===== config.mk =====
export PLATFORM = sky130hd
export DESIGN_NAME = fc_phy_flat
export DESIGN_NICKNAME = d
export VERILOG_FILES = /design/src/hdl/fc_pkg.sv /design/src/hdl/fc_link_if.sv /design/src/hdl/fc_phy.sv /design/src/flat_wrapper.sv
export SDC_FILE = /design/constraint.sdc
export NUM_CORES = 1
export LEC_CHECK = 0
export ABC_AREA = 1
export BUFFER_PORTS_ARGS = -buffer_cell sky130_fd_sc_hd__clkbuf_2
export CAP_MARGIN = 20
export CORE_MARGIN = 2
export CORE_UTILIZATION = 35
export DETAILED_ROUTE_END_ITERATION = 7
export PLACE_DENSITY_LB_ADDON = 0.3
export SLEW_MARGIN = 0
export SYNTH_ARGS = -nofsm -noshare
export SYNTH_HDL_FRONTEND = slang
export SYNTH_SLANG_ARGS = --single-unit

===== constraint.sdc =====
create_clock -name clk -period 1 [get_ports clk]
set_input_delay 0.2 -clock clk [delete_from_list [all_inputs] [get_ports clk]]
set_output_delay 0.2 -clock clk [all_outputs]
set_load 0.01 [all_outputs]

===== src/hdl/fc_pkg.sv =====
// Purpose: Shared constants for the transceiver function control register and its link.
// Assumes: One clock at 20 MHz; register accesses are single-cycle requests.
// Notes:   Field positions, aliases and reset values live here only.
`default_nettype none
package fc_pkg;
  localparam logic [5:0] ADDR_WRITE = 6'h04;
  localparam logic [5:0] ADDR_SET   = 6'h05;
  localparam logic [5:0] ADDR_CLEAR = 6'h06;
  localparam int unsigned BIT_LOW_POWER_N = 6;
  localparam int unsigned BIT_CORE_RESET  = 5;
  localparam int unsigned ENC_LSB         = 3;
  localparam int unsigned BIT_TERM        = 2;
  localparam int unsigned SPEED_LSB       = 0;
  localparam logic [7:0] FUNC_RESET_VAL  = 8'h41;
  localparam logic [7:0] FUNC_WRITE_MASK = 8'h7f;
  localparam int unsigned CORE_RESET_CYCLES = 8;
  typedef enum logic [1:0] {
    ENC_NORMAL    = 2'b00,
    ENC_NON_DRIVE = 2'b01,
    ENC_RAW       = 2'b10,
    ENC_NO_SYNC   = 2'b11
  } enc_t;
  typedef enum logic [1:0] {
    SPD_HIGH     = 2'b00,
    SPD_FULL     = 2'b01,
    SPD_LOW      = 2'b10,
    SPD_LOW_PRE  = 2'b11
  } speed_t;
  typedef enum logic [1:0] {
    CMD_NONE  = 2'b00,
    CMD_WRITE = 2'b01,
    CMD_SET   = 2'b10,
    CMD_CLEAR = 2'b11
  } cmd_t;
endpackage
`default_nettype wire


===== src/hdl/fc_link_if.sv =====
// Purpose: Carrier between the link controller and the transceiver register end.
// Assumes: Both ends run on the same clock.
// Notes:   The register access is abstracted to address, data and strobes.
`timescale 1ns/1ns
`default_nettype none
interface fc_link_if;
  logic [5:0] addr;
  logic [7:0] wdata;
  logic       wr;
  logic       rd;
  logic [7:0] rdata;
  logic       dir;
  logic       stp;
  logic       rxcmd;
  modport phy  (input addr, wdata, wr, rd, stp, output rdata, dir, rxcmd);
  modport link (output addr, wdata, wr, rd, stp, input rdata, dir, rxcmd);
endinterface
`default_nettype wire


===== src/hdl/fc_phy.sv =====
// Purpose: Transceiver end holding the function control register and its side effects.
// Assumes: Link keeps off the bus while dir is high.
// Notes:   Reads at any alias return the register one cycle later.
`timescale 1ns/1ns
`default_nettype none
module fc_phy #(
  parameter int unsigned RESET_CYCLES = fc_pkg::CORE_RESET_CYCLES
) (
  input  wire logic clk,
  input  wire logic reset,
  fc_link_if.phy    bus,
  input  wire logic plus_line_pd_ctrl,
  input  wire logic minus_line_pd_ctrl,
  output logic      low_power_q,
  output logic      core_reset_q,
  output logic      hs_xcvr_en_q,
  output logic      fs_xcvr_en_q,
  output logic      ls_xcvr_en_q,
  output logic      preamble_en_q,
  output logic      fs_pullup_en_q,
  output logic      hs_term_en_q,
  output logic      bit_stuff_en_q,
  output logic      sync_eop_en_q,
  output logic      tx_drive_en_q
);
  import fc_pkg::*;

  logic [7:0] func_q;
  logic [7:0] func_d;
  logic [3:0] rst_cnt_q;
  logic       wake;
  logic       reset_done;
  logic       in_range;
  enc_t       enc;
  speed_t     spd;

  // ----------------------------------------------------------------
  // Register aliases
  // ----------------------------------------------------------------
  assign enc        = enc_t'(func_q[ENC_LSB +: 2]);
  assign spd        = speed_t'(func_q[SPEED_LSB +: 2]);
  assign wake       = low_power_q && bus.stp;
  assign reset_done = core_reset_q && (rst_cnt_q == 4'(RESET_CYCLES - 1));
  // Any other address reads as zero, so a stray read never shows stale
  // contents of this register.
  assign in_range   = (bus.addr >= ADDR_WRITE) && (bus.addr <= ADDR_CLEAR);

  always_comb begin
    func_d = func_q;
    if (bus.wr) begin
      if (bus.addr == ADDR_WRITE) begin
        func_d = bus.wdata & FUNC_WRITE_MASK;
      end else if (bus.addr == ADDR_SET) begin
        func_d = func_q | (bus.wdata & FUNC_WRITE_MASK);
      end else if (bus.addr == ADDR_CLEAR) begin
        func_d = func_q & ~bus.wdata;
      end
    end
    // Waking is read as returning the bit to powered; it overrides a write
    // in the same cycle so that the device cannot fall straight back asleep.
    // wake restores powered
    if (wake) begin
      func_d[BIT_LOW_POWER_N] = 1'b1;
    end
    if (reset_done) begin
      func_d[BIT_CORE_RESET] = 1'b0;
    end
  end

  always_ff @(posedge clk or posedge reset) begin
    if (reset) begin
      func_q <= FUNC_RESET_VAL;
    end else begin
      func_q <= func_d;
    end
  end

  // Read data stays until the next read, which lets the link pick it up
  // one cycle later without a valid flag.
  // read any alias
  always_ff @(posedge clk or posedge reset) begin
    if (reset) begin
      bus.rdata <= 8'h00;
    end else if (bus.rd) begin
      bus.rdata <= in_range ? func_q : 8'h00;
    end
  end

  // ----------------------------------------------------------------
  // Transceiver reset sequence
  // ----------------------------------------------------------------
  // The counter runs only while the core is held in reset, so dir stands
  // for exactly RESET_CYCLES cycles; the register itself is never touched
  // here apart from the self-clearing bit.
  // dir and core reset
  always_ff @(posedge clk or posedge reset) begin
    if (reset) begin
      core_reset_q <= 1'b0;
      rst_cnt_q    <= 4'h0;
    end else if (reset_done) begin
      core_reset_q <= 1'b0;
      rst_cnt_q    <= 4'h0;
    end else if (func_q[BIT_CORE_RESET]) begin
      core_reset_q <= 1'b1;
      rst_cnt_q    <= core_reset_q ? rst_cnt_q + 4'h1 : 4'h0;
    end
  end

  always_ff @(posedge clk or posedge reset) begin
    if (reset) begin
      bus.dir   <= 1'b0;
      bus.rxcmd <= 1'b0;
    end else begin
      bus.dir   <= func_q[BIT_CORE_RESET] && !reset_done;
      bus.rxcmd <= reset_done;
    end
  end

  // ----------------------------------------------------------------
  // Analog controls
  // ----------------------------------------------------------------
  // Each control follows the register one cycle late, or two where gated by low_power_q,
  // so that every output of this end comes straight from a flip-flop.

  always_ff @(posedge clk or posedge reset) begin
    if (reset) begin
      low_power_q <= 1'b0;
    end else begin
      low_power_q <= !func_q[BIT_LOW_POWER_N];
    end
  end

  always_ff @(posedge clk or posedge reset) begin
    if (reset) begin
      hs_xcvr_en_q  <= 1'b0;
      fs_xcvr_en_q  <= 1'b0;
      ls_xcvr_en_q  <= 1'b0;
      preamble_en_q <= 1'b0;
    end else begin
      hs_xcvr_en_q  <= !low_power_q && spd == SPD_HIGH;
      // The full-speed receiver stays up in low power, so it is not gated.
      // full speed for preamble
      fs_xcvr_en_q  <= spd == SPD_FULL || spd == SPD_LOW_PRE;
      ls_xcvr_en_q  <= !low_power_q && spd == SPD_LOW;
      preamble_en_q <= !low_power_q && spd == SPD_LOW_PRE;
    end
  end

  always_ff @(posedge clk or posedge reset) begin
    if (reset) begin
      fs_pullup_en_q <= 1'b0;
      hs_term_en_q   <= 1'b0;
    end else begin
      // This is a simplified view of the resistor table; the pull-down
      // controls only veto the terminations here.
      fs_pullup_en_q <= func_q[BIT_TERM] && spd != SPD_HIGH && enc != ENC_NON_DRIVE
                        && !plus_line_pd_ctrl;
      hs_term_en_q   <= !func_q[BIT_TERM] && spd == SPD_HIGH && !low_power_q
                        && !(plus_line_pd_ctrl && minus_line_pd_ctrl && enc == ENC_NON_DRIVE);
    end
  end

  always_ff @(posedge clk or posedge reset) begin
    if (reset) begin
      bit_stuff_en_q <= 1'b0;
      sync_eop_en_q  <= 1'b0;
      tx_drive_en_q  <= 1'b0;
    end else begin
      bit_stuff_en_q <= enc != ENC_RAW;
      sync_eop_en_q  <= enc != ENC_NO_SYNC;
      tx_drive_en_q  <= enc != ENC_NON_DRIVE && !low_power_q;
    end
  end
endmodule
`default_nettype wire


===== src/flat_wrapper.sv =====
// flat-port wrapper written by rule: the top's interface ports become plain ports
module fc_phy_flat import fc_pkg::*;
#(
  parameter int unsigned RESET_CYCLES = fc_pkg::CORE_RESET_CYCLES
)
  (clk, reset, plus_line_pd_ctrl, minus_line_pd_ctrl, low_power_q, core_reset_q, hs_xcvr_en_q, fs_xcvr_en_q, ls_xcvr_en_q, preamble_en_q, fs_pullup_en_q, hs_term_en_q, bit_stuff_en_q, sync_eop_en_q, tx_drive_en_q, bus_addr, bus_wdata, bus_wr, bus_rd, bus_stp, bus_rdata, bus_dir, bus_rxcmd);
  fc_link_if bus_i ();
  input  wire logic clk;
  input  wire logic reset;
  input  wire logic plus_line_pd_ctrl;
  input  wire logic minus_line_pd_ctrl;
  output logic low_power_q;
  output logic core_reset_q;
  output logic hs_xcvr_en_q;
  output logic fs_xcvr_en_q;
  output logic ls_xcvr_en_q;
  output logic preamble_en_q;
  output logic fs_pullup_en_q;
  output logic hs_term_en_q;
  output logic bit_stuff_en_q;
  output logic sync_eop_en_q;
  output logic tx_drive_en_q;
  input wire logic [$bits(bus_i.addr)-1:0] bus_addr;
  input wire logic [$bits(bus_i.wdata)-1:0] bus_wdata;
  input wire logic [$bits(bus_i.wr)-1:0] bus_wr;
  input wire logic [$bits(bus_i.rd)-1:0] bus_rd;
  input wire logic [$bits(bus_i.stp)-1:0] bus_stp;
  output wire logic [$bits(bus_i.rdata)-1:0] bus_rdata;
  output wire logic [$bits(bus_i.dir)-1:0] bus_dir;
  output wire logic [$bits(bus_i.rxcmd)-1:0] bus_rxcmd;
  assign bus_i.addr = bus_addr;
  assign bus_i.wdata = bus_wdata;
  assign bus_i.wr = bus_wr;
  assign bus_i.rd = bus_rd;
  assign bus_i.stp = bus_stp;
  assign bus_rdata = bus_i.rdata;
  assign bus_dir = bus_i.dir;
  assign bus_rxcmd = bus_i.rxcmd;
  fc_phy #(.RESET_CYCLES(RESET_CYCLES)) u_core (.clk(clk), .reset(reset), .bus(bus_i), .plus_line_pd_ctrl(plus_line_pd_ctrl), .minus_line_pd_ctrl(minus_line_pd_ctrl), .low_power_q(low_power_q), .core_reset_q(core_reset_q), .hs_xcvr_en_q(hs_xcvr_en_q), .fs_xcvr_en_q(fs_xcvr_en_q), .ls_xcvr_en_q(ls_xcvr_en_q), .preamble_en_q(preamble_en_q), .fs_pullup_en_q(fs_pullup_en_q), .hs_term_en_q(hs_term_en_q), .bit_stuff_en_q(bit_stuff_en_q), .sync_eop_en_q(sync_eop_en_q), .tx_drive_en_q(tx_drive_en_q));
endmodule

Word level (Yosys, flattened, before mapping)
Index checks and enable logic that the tools add are counted.
{"block": "classes", "add_sub_neg": 1, "magnitude_cmp": 2, "eq_ne": 11, "muxes": 12, "bitwise": 3, "n_reduce_logical": 34}
{"operator": "two-way mux 8 bit", "n": 4}
{"operator": "== test 6 x 3 -> 1 bit, second input constant", "n": 3}
{"operator": "logical AND 1 bit", "n": 16}
{"operator": "two-way mux 4 bit", "n": 3}
{"operator": "AND 8 bit", "n": 1}
{"operator": "NOT 8 bit", "n": 1}
{"operator": "OR 8 x 7 -> 8 bit", "n": 1}
{"operator": "nonzero test 2 bit", "n": 4}
{"operator": "nonzero test 4 bit", "n": 2}
{"operator": "two-way mux 7 bit", "n": 1}
{"operator": "greater-or-equal comparator 6 x 3 -> 1 bit, second input constant", "n": 1}
{"operator": "less-or-equal comparator 6 x 3 -> 1 bit, second input constant", "n": 1}
{"operator": "zero test 1 bit", "n": 6}
{"operator": "AND reduction 2 bit", "n": 3}
{"operator": "adder 4 x 1 -> 4 bit, second input constant", "n": 1}
{"operator": "== test 2 x 1 -> 1 bit, second input constant", "n": 2}
{"operator": "== test 2 bit, second input constant", "n": 2}
{"operator": "== test 4 x 3 -> 1 bit, second input constant", "n": 1}
{"operator": "two-way mux 1 bit", "n": 4}
{"operator": "inequality test 2 bit, second input constant", "n": 2}
{"operator": "nonzero test 3 bit", "n": 1}
{"operator": "zero test 2 bit", "n": 1}
{"operator": "inequality test 2 x 1 -> 1 bit, second input constant", "n": 1}
{"operator": "logical OR 1 bit", "n": 1}
{"block": "totals", "register_bits": 33, "out_inout_bits": 21}

Logic depth before layout (Yosys ltp)
Gate-level depths: netlist of the first run.
{"block": "logic_depth", "word_depth": 7, "depth_mapped": 7, "mapped_depth_nobuf": 7}

Worst setup path after synthesis of the first run
No wires, ideal clock.
{"block": "synth_path", "path_kind": "register to register", "start": "register u_core.rst_cnt_q[0]", "end": "register u_core.rst_cnt_q[0]", "setup_time_ns": 0.122, "arrival_time_ns": 0.924, "setup_slack_ns": -0.046, "stages_incl_launch_ff": 7, "path_cell_list": "dfrtp_1 > ha_1 > nand2_1 > nor3_2 > nor2_1 > nand2_1 > o21ai_1"}
{"element": "start: declaration", "line": "fc_phy.sv:30", "rtl": "logic [3:0] rst_cnt_q;"}
{"element": "start signal: assignment", "line": "fc_phy.sv:105", "rtl": "rst_cnt_q <= core_reset_q ? rst_cnt_q + 4'h1 : 4'h0;"}
{"element": "== test 4 x 3 -> 1 bit (*)", "line": "fc_phy.sv:43", "rtl": "assign reset_done = core_reset_q && (rst_cnt_q == 4'(RESET_CYCLES - 1));"}
{"element": "logical AND 1 bit (*)", "line": "fc_phy.sv:43"}
{"element": "named net u_core.reset_done", "line": "fc_phy.sv:32", "rtl": "logic reset_done;"}
{"element": "two-way mux 4 bit / nonzero test 2 bit (equally long branches)"}
The timed path passes the listed nets; every way through them passes the cells marked *. The select of a mux whose other input is x is not followed.
A chain may end at the register's enable or synchronous reset.

Worst setup path in the final report of the first run
{"block": "layout_path", "start": "register u_core.core_reset_q", "end": "output port core_reset_q"}
{"element": "start: declaration", "line": "fc_phy.sv:15", "rtl": "output logic core_reset_q,"}
{"element": "start signal: assignment", "line": "fc_phy.sv:98", "rtl": "core_reset_q <= 1'b0;"}
{"element": "start signal: assignment", "line": "fc_phy.sv:101", "rtl": "core_reset_q <= 1'b0;"}
{"element": "start signal: assignment", "line": "fc_phy.sv:104", "rtl": "core_reset_q <= 1'b1;"}
{"element": "end: declaration", "line": "flat_wrapper.sv:13", "rtl": "output logic core_reset_q;"}
No word-level cell between the ends.

==> flow_summary.yaml, run 1 <==
synthesis:
  syn_avg_cell_area_um2: 8.97
  postSynthCellCount: 161
  ys_types: 27
  synth_top_area_cell: "dfrtp_1"
  synth_top_area_share_pct: 53.7
  synthesis.area_um2: 1440
  yosys-top-cells-area: "dfrtp_1, nand2_1, nor2_1"
  synth_fp_nets: 183
  synth-seq-cells: 33
  synth_seq_area_share_pct: 57.4
  ys_warn_count: 0
cells_and_area:
  fin_cells: 283
  layout.nets: 254
  diodes: 0
  utilization_pct: 52.5
  areaGrowthSynthToFinish_pct: 44.3
  drive_gt1_share_pct: 43.8
placed_design:
  hpwlAfterDp_um: 2270
  dp.cells: 267
  io_buffers: 41
  finalWeightedCongestion: 0.795
clocking:
  root_buffer: "clkbuf_8"
  insertion_delay_ns: 0.29
  cts_tree: "done"
  cts.sinks: 33
  cts_max_path_buffers: 2
  cts.htree.levels: 2
  numCtsBuffers: 5
  clk_pin_slew_worst_paths_ns: 0.07
timing:
  setup_slack_ns: -0.101
  slew_violations: 0
  rsz0062_at_grt: "yes"
  holdWs_ns: 0.0787
  worst-slew-pin-transition_ns: 0.283
  fin_crit_sh_pct: 110
  hold_violations: 0
  relSlewSlack_pct: 81.1
  fin_crit_ns: 1.10
  setup_violations: 12
  max_freq_mhz: 908
  clock_skew_ns: 0.00524
  tns_ns: -0.528
routing:
  drcViolationCount: 0
  ant_nets: 0
  vias: 1215
  drt-total-wl_um: 3080
  detail_route.wl_per_cell_um: 10.9
  via_per_inst: 4.29
  first_pass_iters: 4
  drtIter0Drc: 84
global_routing:
  grt_max_degree: 24
  antenna_found_initial: 0
  track_usage_pct: 14.8
  grt_pass1_wl_um: 4930
  gr-total-overflow: 0
  grt_pass1_vias: 1108
floorplan:
  coreArea_um2: 3970
  io_pins: 42
  initial_core_util_pct: 36.4
  die_width_um: 68.2
  rows: 23
  die_area_um2: 4660
  chipHeight_um: 68.2
critical_path:
  path_class: "reg2out"
  end_kind: "primary output"
  worst_setup_path_start_kind: "register"
  arrival_ns: 0.90
  required_ns: 0.80
  crit-reg2reg-launch: "u_core.rst_cnt_q[1]"
  path_max_fanout: 2
  critPathLaunch: "u_core.core_reset_q"
  rr_worst_depth: 5
run_status:
  status: "finished, violations left"
  violations: "setup timing"
min_path:
  hold_class: "in2reg"
  hold_depth: 2
  hp-start: "plus_line_pd_ctrl"
power:
  vdd_drop_max_mv: 0.552
  total_power_mw: 4.31
  p_per_area_nw_per_um2: 2070
  leakagePower_nw: 1.11
flow_run:
  max-cap-violations: 0
power by group:
group | internal, mW | switching [mW] | leakage [nW]
registers | 1.65 | 0.258 | 0.415
clock network | 0.558 | 0.473 | 0.0445
logic | 0.681 | 0.687 | 0.649
total | 2.89 | 1.42 | 1.11
per-layer routing:
metal  wire [um]  part of all wire, %  global-route usage [%]
met4          63                  2.0                    7.50
met1        1480                   48                    18.4
met2        1340                   44                    22.7
met3         191                  6.2                    5.43
met5           0                    0                       0
Yosys cell counts, drive strengths merged:
library cell	number
a21oi	5
a31oi	2
buf	1
clkbuf	1
dfrtp	31
dfstp	2
ha	1
inv	19
nand2	48
nand3	3
nand4	1
nor2	22
nor3	3
nor3b	1
o211ai	1
o21ai	17
o21bai	1
or2	1
xor2	1
layout make-up:
class,count,area [um^2]
Sequential cell,33,828
Timing Repair Buffer,66,437
Inverter,19,73.8
Clock buffer,7,86.3
Tap cell,50,62.6
Fill cell,368,1890
Multi-Input combinational cell,107,588
Clock inverter,1,7.51
through the flow:
stage / worst slack, ns / cell area, um^2
2_1_floorplan: -0.0447 / 1450
3_3_place_gp: -0.0340 / 1850
3_5_place_dp: -0.0746 / 1850
4_1_cts: -0.111 / 2020
5_1_grt: -0.149 / 2080
6_report: -0.101 / 2080
cells in the final DEF, fill, tap and decap left out, types with 2 or more instances in the layout:
cell type  instances
nand2_1           45
clkbuf_2          36
dfrtp_1           31
buf_4             22
nor2_1            18
inv_1             15
o21ai_2            8
clkbuf_8           6
o21ai_0            5
buf_6              5
o21ai_1            4
inv_2              3
nor2_2             3
a21oi_2            3
nand2_2            2
a31oi_1            2
nand3_1            2
a21oi_1            2
dfstp_2            2
final timing paths:
path	endpoint	slack [ns]
max	core_reset_q	-0.10
min	u_core.fs_pullup_en_q	0.08
max reg2reg	u_core.core_reset_q	-0.08
min reg2reg	u_core.low_power_q	0.45
max in group asynchronous	u_core.tx_drive_en_q	0.27
min in group asynchronous	u_core.core_reset_q	0.45
repair_timing:
action                     4_1_cts  5_1_grt
hold endpoints to repair        31        0
buffers inserted                 4        4
resized for setup                9       13
pin swaps                        2        4
hold buffers                     1        0
setup endpoints to repair       11       23
worst max-delay path: stages (launching register included):
cell     delay, ns
dfrtp_1       0.39
buf_6         0.12
buf_6         0.11
logic make-up after synthesis:
group           synth area share (%)
buf+inv                         5.46
compound gates                  12.8
simple gates                    22.9
fa+ha+maj                      0.866
flops                           57.4
xor+xnor                       0.607
Note: power is estimated with default switching activity, not from simulation.
==> run 2: changes to the inputs <==
--- a/config.mk
+++ b/config.mk
@@ -7,11 +7,10 @@
 export LEC_CHECK = 0
 export ABC_AREA = 1
 export BUFFER_PORTS_ARGS = -buffer_cell sky130_fd_sc_hd__clkbuf_2
-export CAP_MARGIN = 20
 export CORE_MARGIN = 2
 export CORE_UTILIZATION = 35
 export DETAILED_ROUTE_END_ITERATION = 7
-export PLACE_DENSITY_LB_ADDON = 0.3
+export PLACE_DENSITY = 0.57
 export SLEW_MARGIN = 0
 export SYNTH_ARGS = -nofsm -noshare
 export SYNTH_HDL_FRONTEND = slang
==> flow_summary.yaml, run 2 (synthesis results as in run 1) <==
timing:
  setup_slack_ns: -0.122
  worst-slew-pin-transition_ns: 0.285
  slew_violations: 0
  clock_skew_ns: 0.00644
  holdWs_ns: 0.0877
  setup_violations: 10
  fin_crit_ns: 1.12
  relSlewSlack_pct: 81.0
  rsz0062_at_grt: "yes"
  hold_violations: 0
  max_freq_mhz: 891
  fin_crit_sh_pct: 112
critical_path:
  reg2reg_setup_slack_ns: -0.11
  cp.buffers_inverters: 2
  path_max_fanout: 2
  slowest_delay_ns: 0.41
  end_kind: "primary output"
  path_class: "reg2out"
  r2r_end: "u_core.rst_cnt_q[3]"
  path_depth: 2
  arrival_ns: 0.92
  cp_slowest_cell: "dfrtp_1"
  path_cells: "buf_6 > buf_6"
  crit-reg2reg-launch: "u_core.core_reset_q"
  rr_worst_depth: 6
  crit_family: "flip-flops"
  crit_top_cell: "buf_6"
  required_ns: 0.80
  worst_setup_path_start_kind: "register"
placed_design:
  hpwlAfterDp_um: 2250
  finalWeightedCongestion: 0.861
  io_buffers: 41
  dp.cells: 266
  place_area_um2: 1850
cells_and_area:
  final_common_cell: "nand2_1"
  fill_cells: 360
  diodes: 0
  finalInstanceArea_um2: 2180
  areaGrowthSynthToFinish_pct: 50.8
  layout_common_cells: "nand2_1, clkbuf_2, dfrtp_1, buf_4, nor2_1"
  layout.nets: 255
  drive_gt1_share_pct: 44.9
  fin_cells: 284
global_routing:
  grt_pass1_wl_um: 5240
  gr-total-overflow: 0
  antenna_found_initial: 0
  grt_max_degree: 34
  track_usage_pct: 15.5
  grt_pass1_vias: 1151
power:
  p_int_mw: 3.26
  power.clock.fraction_pct: 26.5
  p_per_area_nw_per_um2: 2190
  leakagePower_nw: 1.15
  p_seq_share_pct: 40.3
  p_switching_mw: 1.51
  combinationalPowerShare_pct: 33.2
  netSwitchingFraction_pct: 31.7
  vdd_drop_max_mv: 0.649
  total_power_mw: 4.78
min_path:
  hold_class: "in2reg"
  hold_depth: 2
  hp-start: "plus_line_pd_ctrl"
  hold-path-endpoint: "u_core.fs_pullup_en_q"
floorplan:
  initial_core_util_pct: 36.4
  rows: 23
  die_width_um: 68.2
  die_area_um2: 4660
  coreArea_um2: 3970
  io_pins: 42
  chipHeight_um: 68.2
routing:
  first_pass_iters: 4
  drtIter0Drc: 52
  vias: 1251
  detail_route.wl_per_cell_um: 11.2
  drcViolationCount: 0
  ant_nets: 0
  drt-total-wl_um: 3190
  via_per_inst: 4.40
clocking:
  clk_pin_slew_worst_paths_ns: 0.07
  cts_max_path_buffers: 2
  root_buffer: "clkbuf_8"
  cts.sinks: 33
  insertion_delay_ns: 0.28
  cts_tree: "done"
  cts.htree.levels: 2
  numCtsBuffers: 5
flow_run:
  max-cap-violations: 0
run_status:
  status: "finished, violations left"
  violations: "setup timing"
==> run 2: power groups by stage <==
stage	Combinational (mW)	Sequential (mW)	Clock (mW)
after floorplan	0.552	1.95	0
final	1.59	1.92	1.27
after global placement	1.19	1.87	0
after CTS	1.40	1.89	1.30
after global routing	1.77	1.96	1.36
after detailed placement	1.20	1.87	0
==> run 2: layout make-up <==
cell class | instances | area (um^2) | area share (%)
clock inverters | 1 | 30.0 | 1.38
repair buffers | 67 | 470 | 21.6
well taps | 50 | 62.6 | 2.87
clock buffers | 7 | 86.3 | 3.97
flip-flops and latches | 33 | 828 | 38.0
inverters | 19 | 76.3 | 3.51
multi-input cells | 107 | 623 | 28.6
==> run 2: worst max path at each step <==
stage | slack (ns) | from | endpoint
after floorplan | -0.04 | u_core.rst_cnt_q[0] | u_core.rst_cnt_q[0]
after global placement | -0.06 | u_core.rst_cnt_q[0] | u_core.rst_cnt_q[0]
after detailed placement | -0.08 | u_core.rst_cnt_q[0] | u_core.rst_cnt_q[0]
after CTS | -0.13 | u_core.low_power_q | low_power_q
after global routing | -0.16 | u_core.rst_cnt_q[1] | u_core.rst_cnt_q[0]
final | -0.12 | u_core.core_reset_q | core_reset_q
==> run 2: what timing repair did <==
action	in CTS	in global routing
endpoints found under the setup margin	9	21
gates resized for setup	13	20
pin swaps	3	3
hold buffers	1	0
buffers inserted	5	4
endpoints found under the hold margin	31	0
==> run 2: stage by stage <==
stage	TNS (ns)	util, %	worst slack [ns]
2_1_floorplan	-0.0890	-	-0.0447
3_3_place_gp	-0.251	46.7	-0.0567
3_5_place_dp	-0.448	46.7	-0.0776
4_1_cts	-0.540	52.3	-0.132
5_1_grt	-1.38	54.8	-0.159
6_report	-0.732	54.8	-0.122
==> run 2: layer usage <==
layer,routed length (um),GRT usage [%],vias to the layer above
met4,93,8.00,0
li1,-,-,652
met2,1400,23.1,40
met1,1500,20.9,551
met5,0,0,-
met3,199,3.95,8
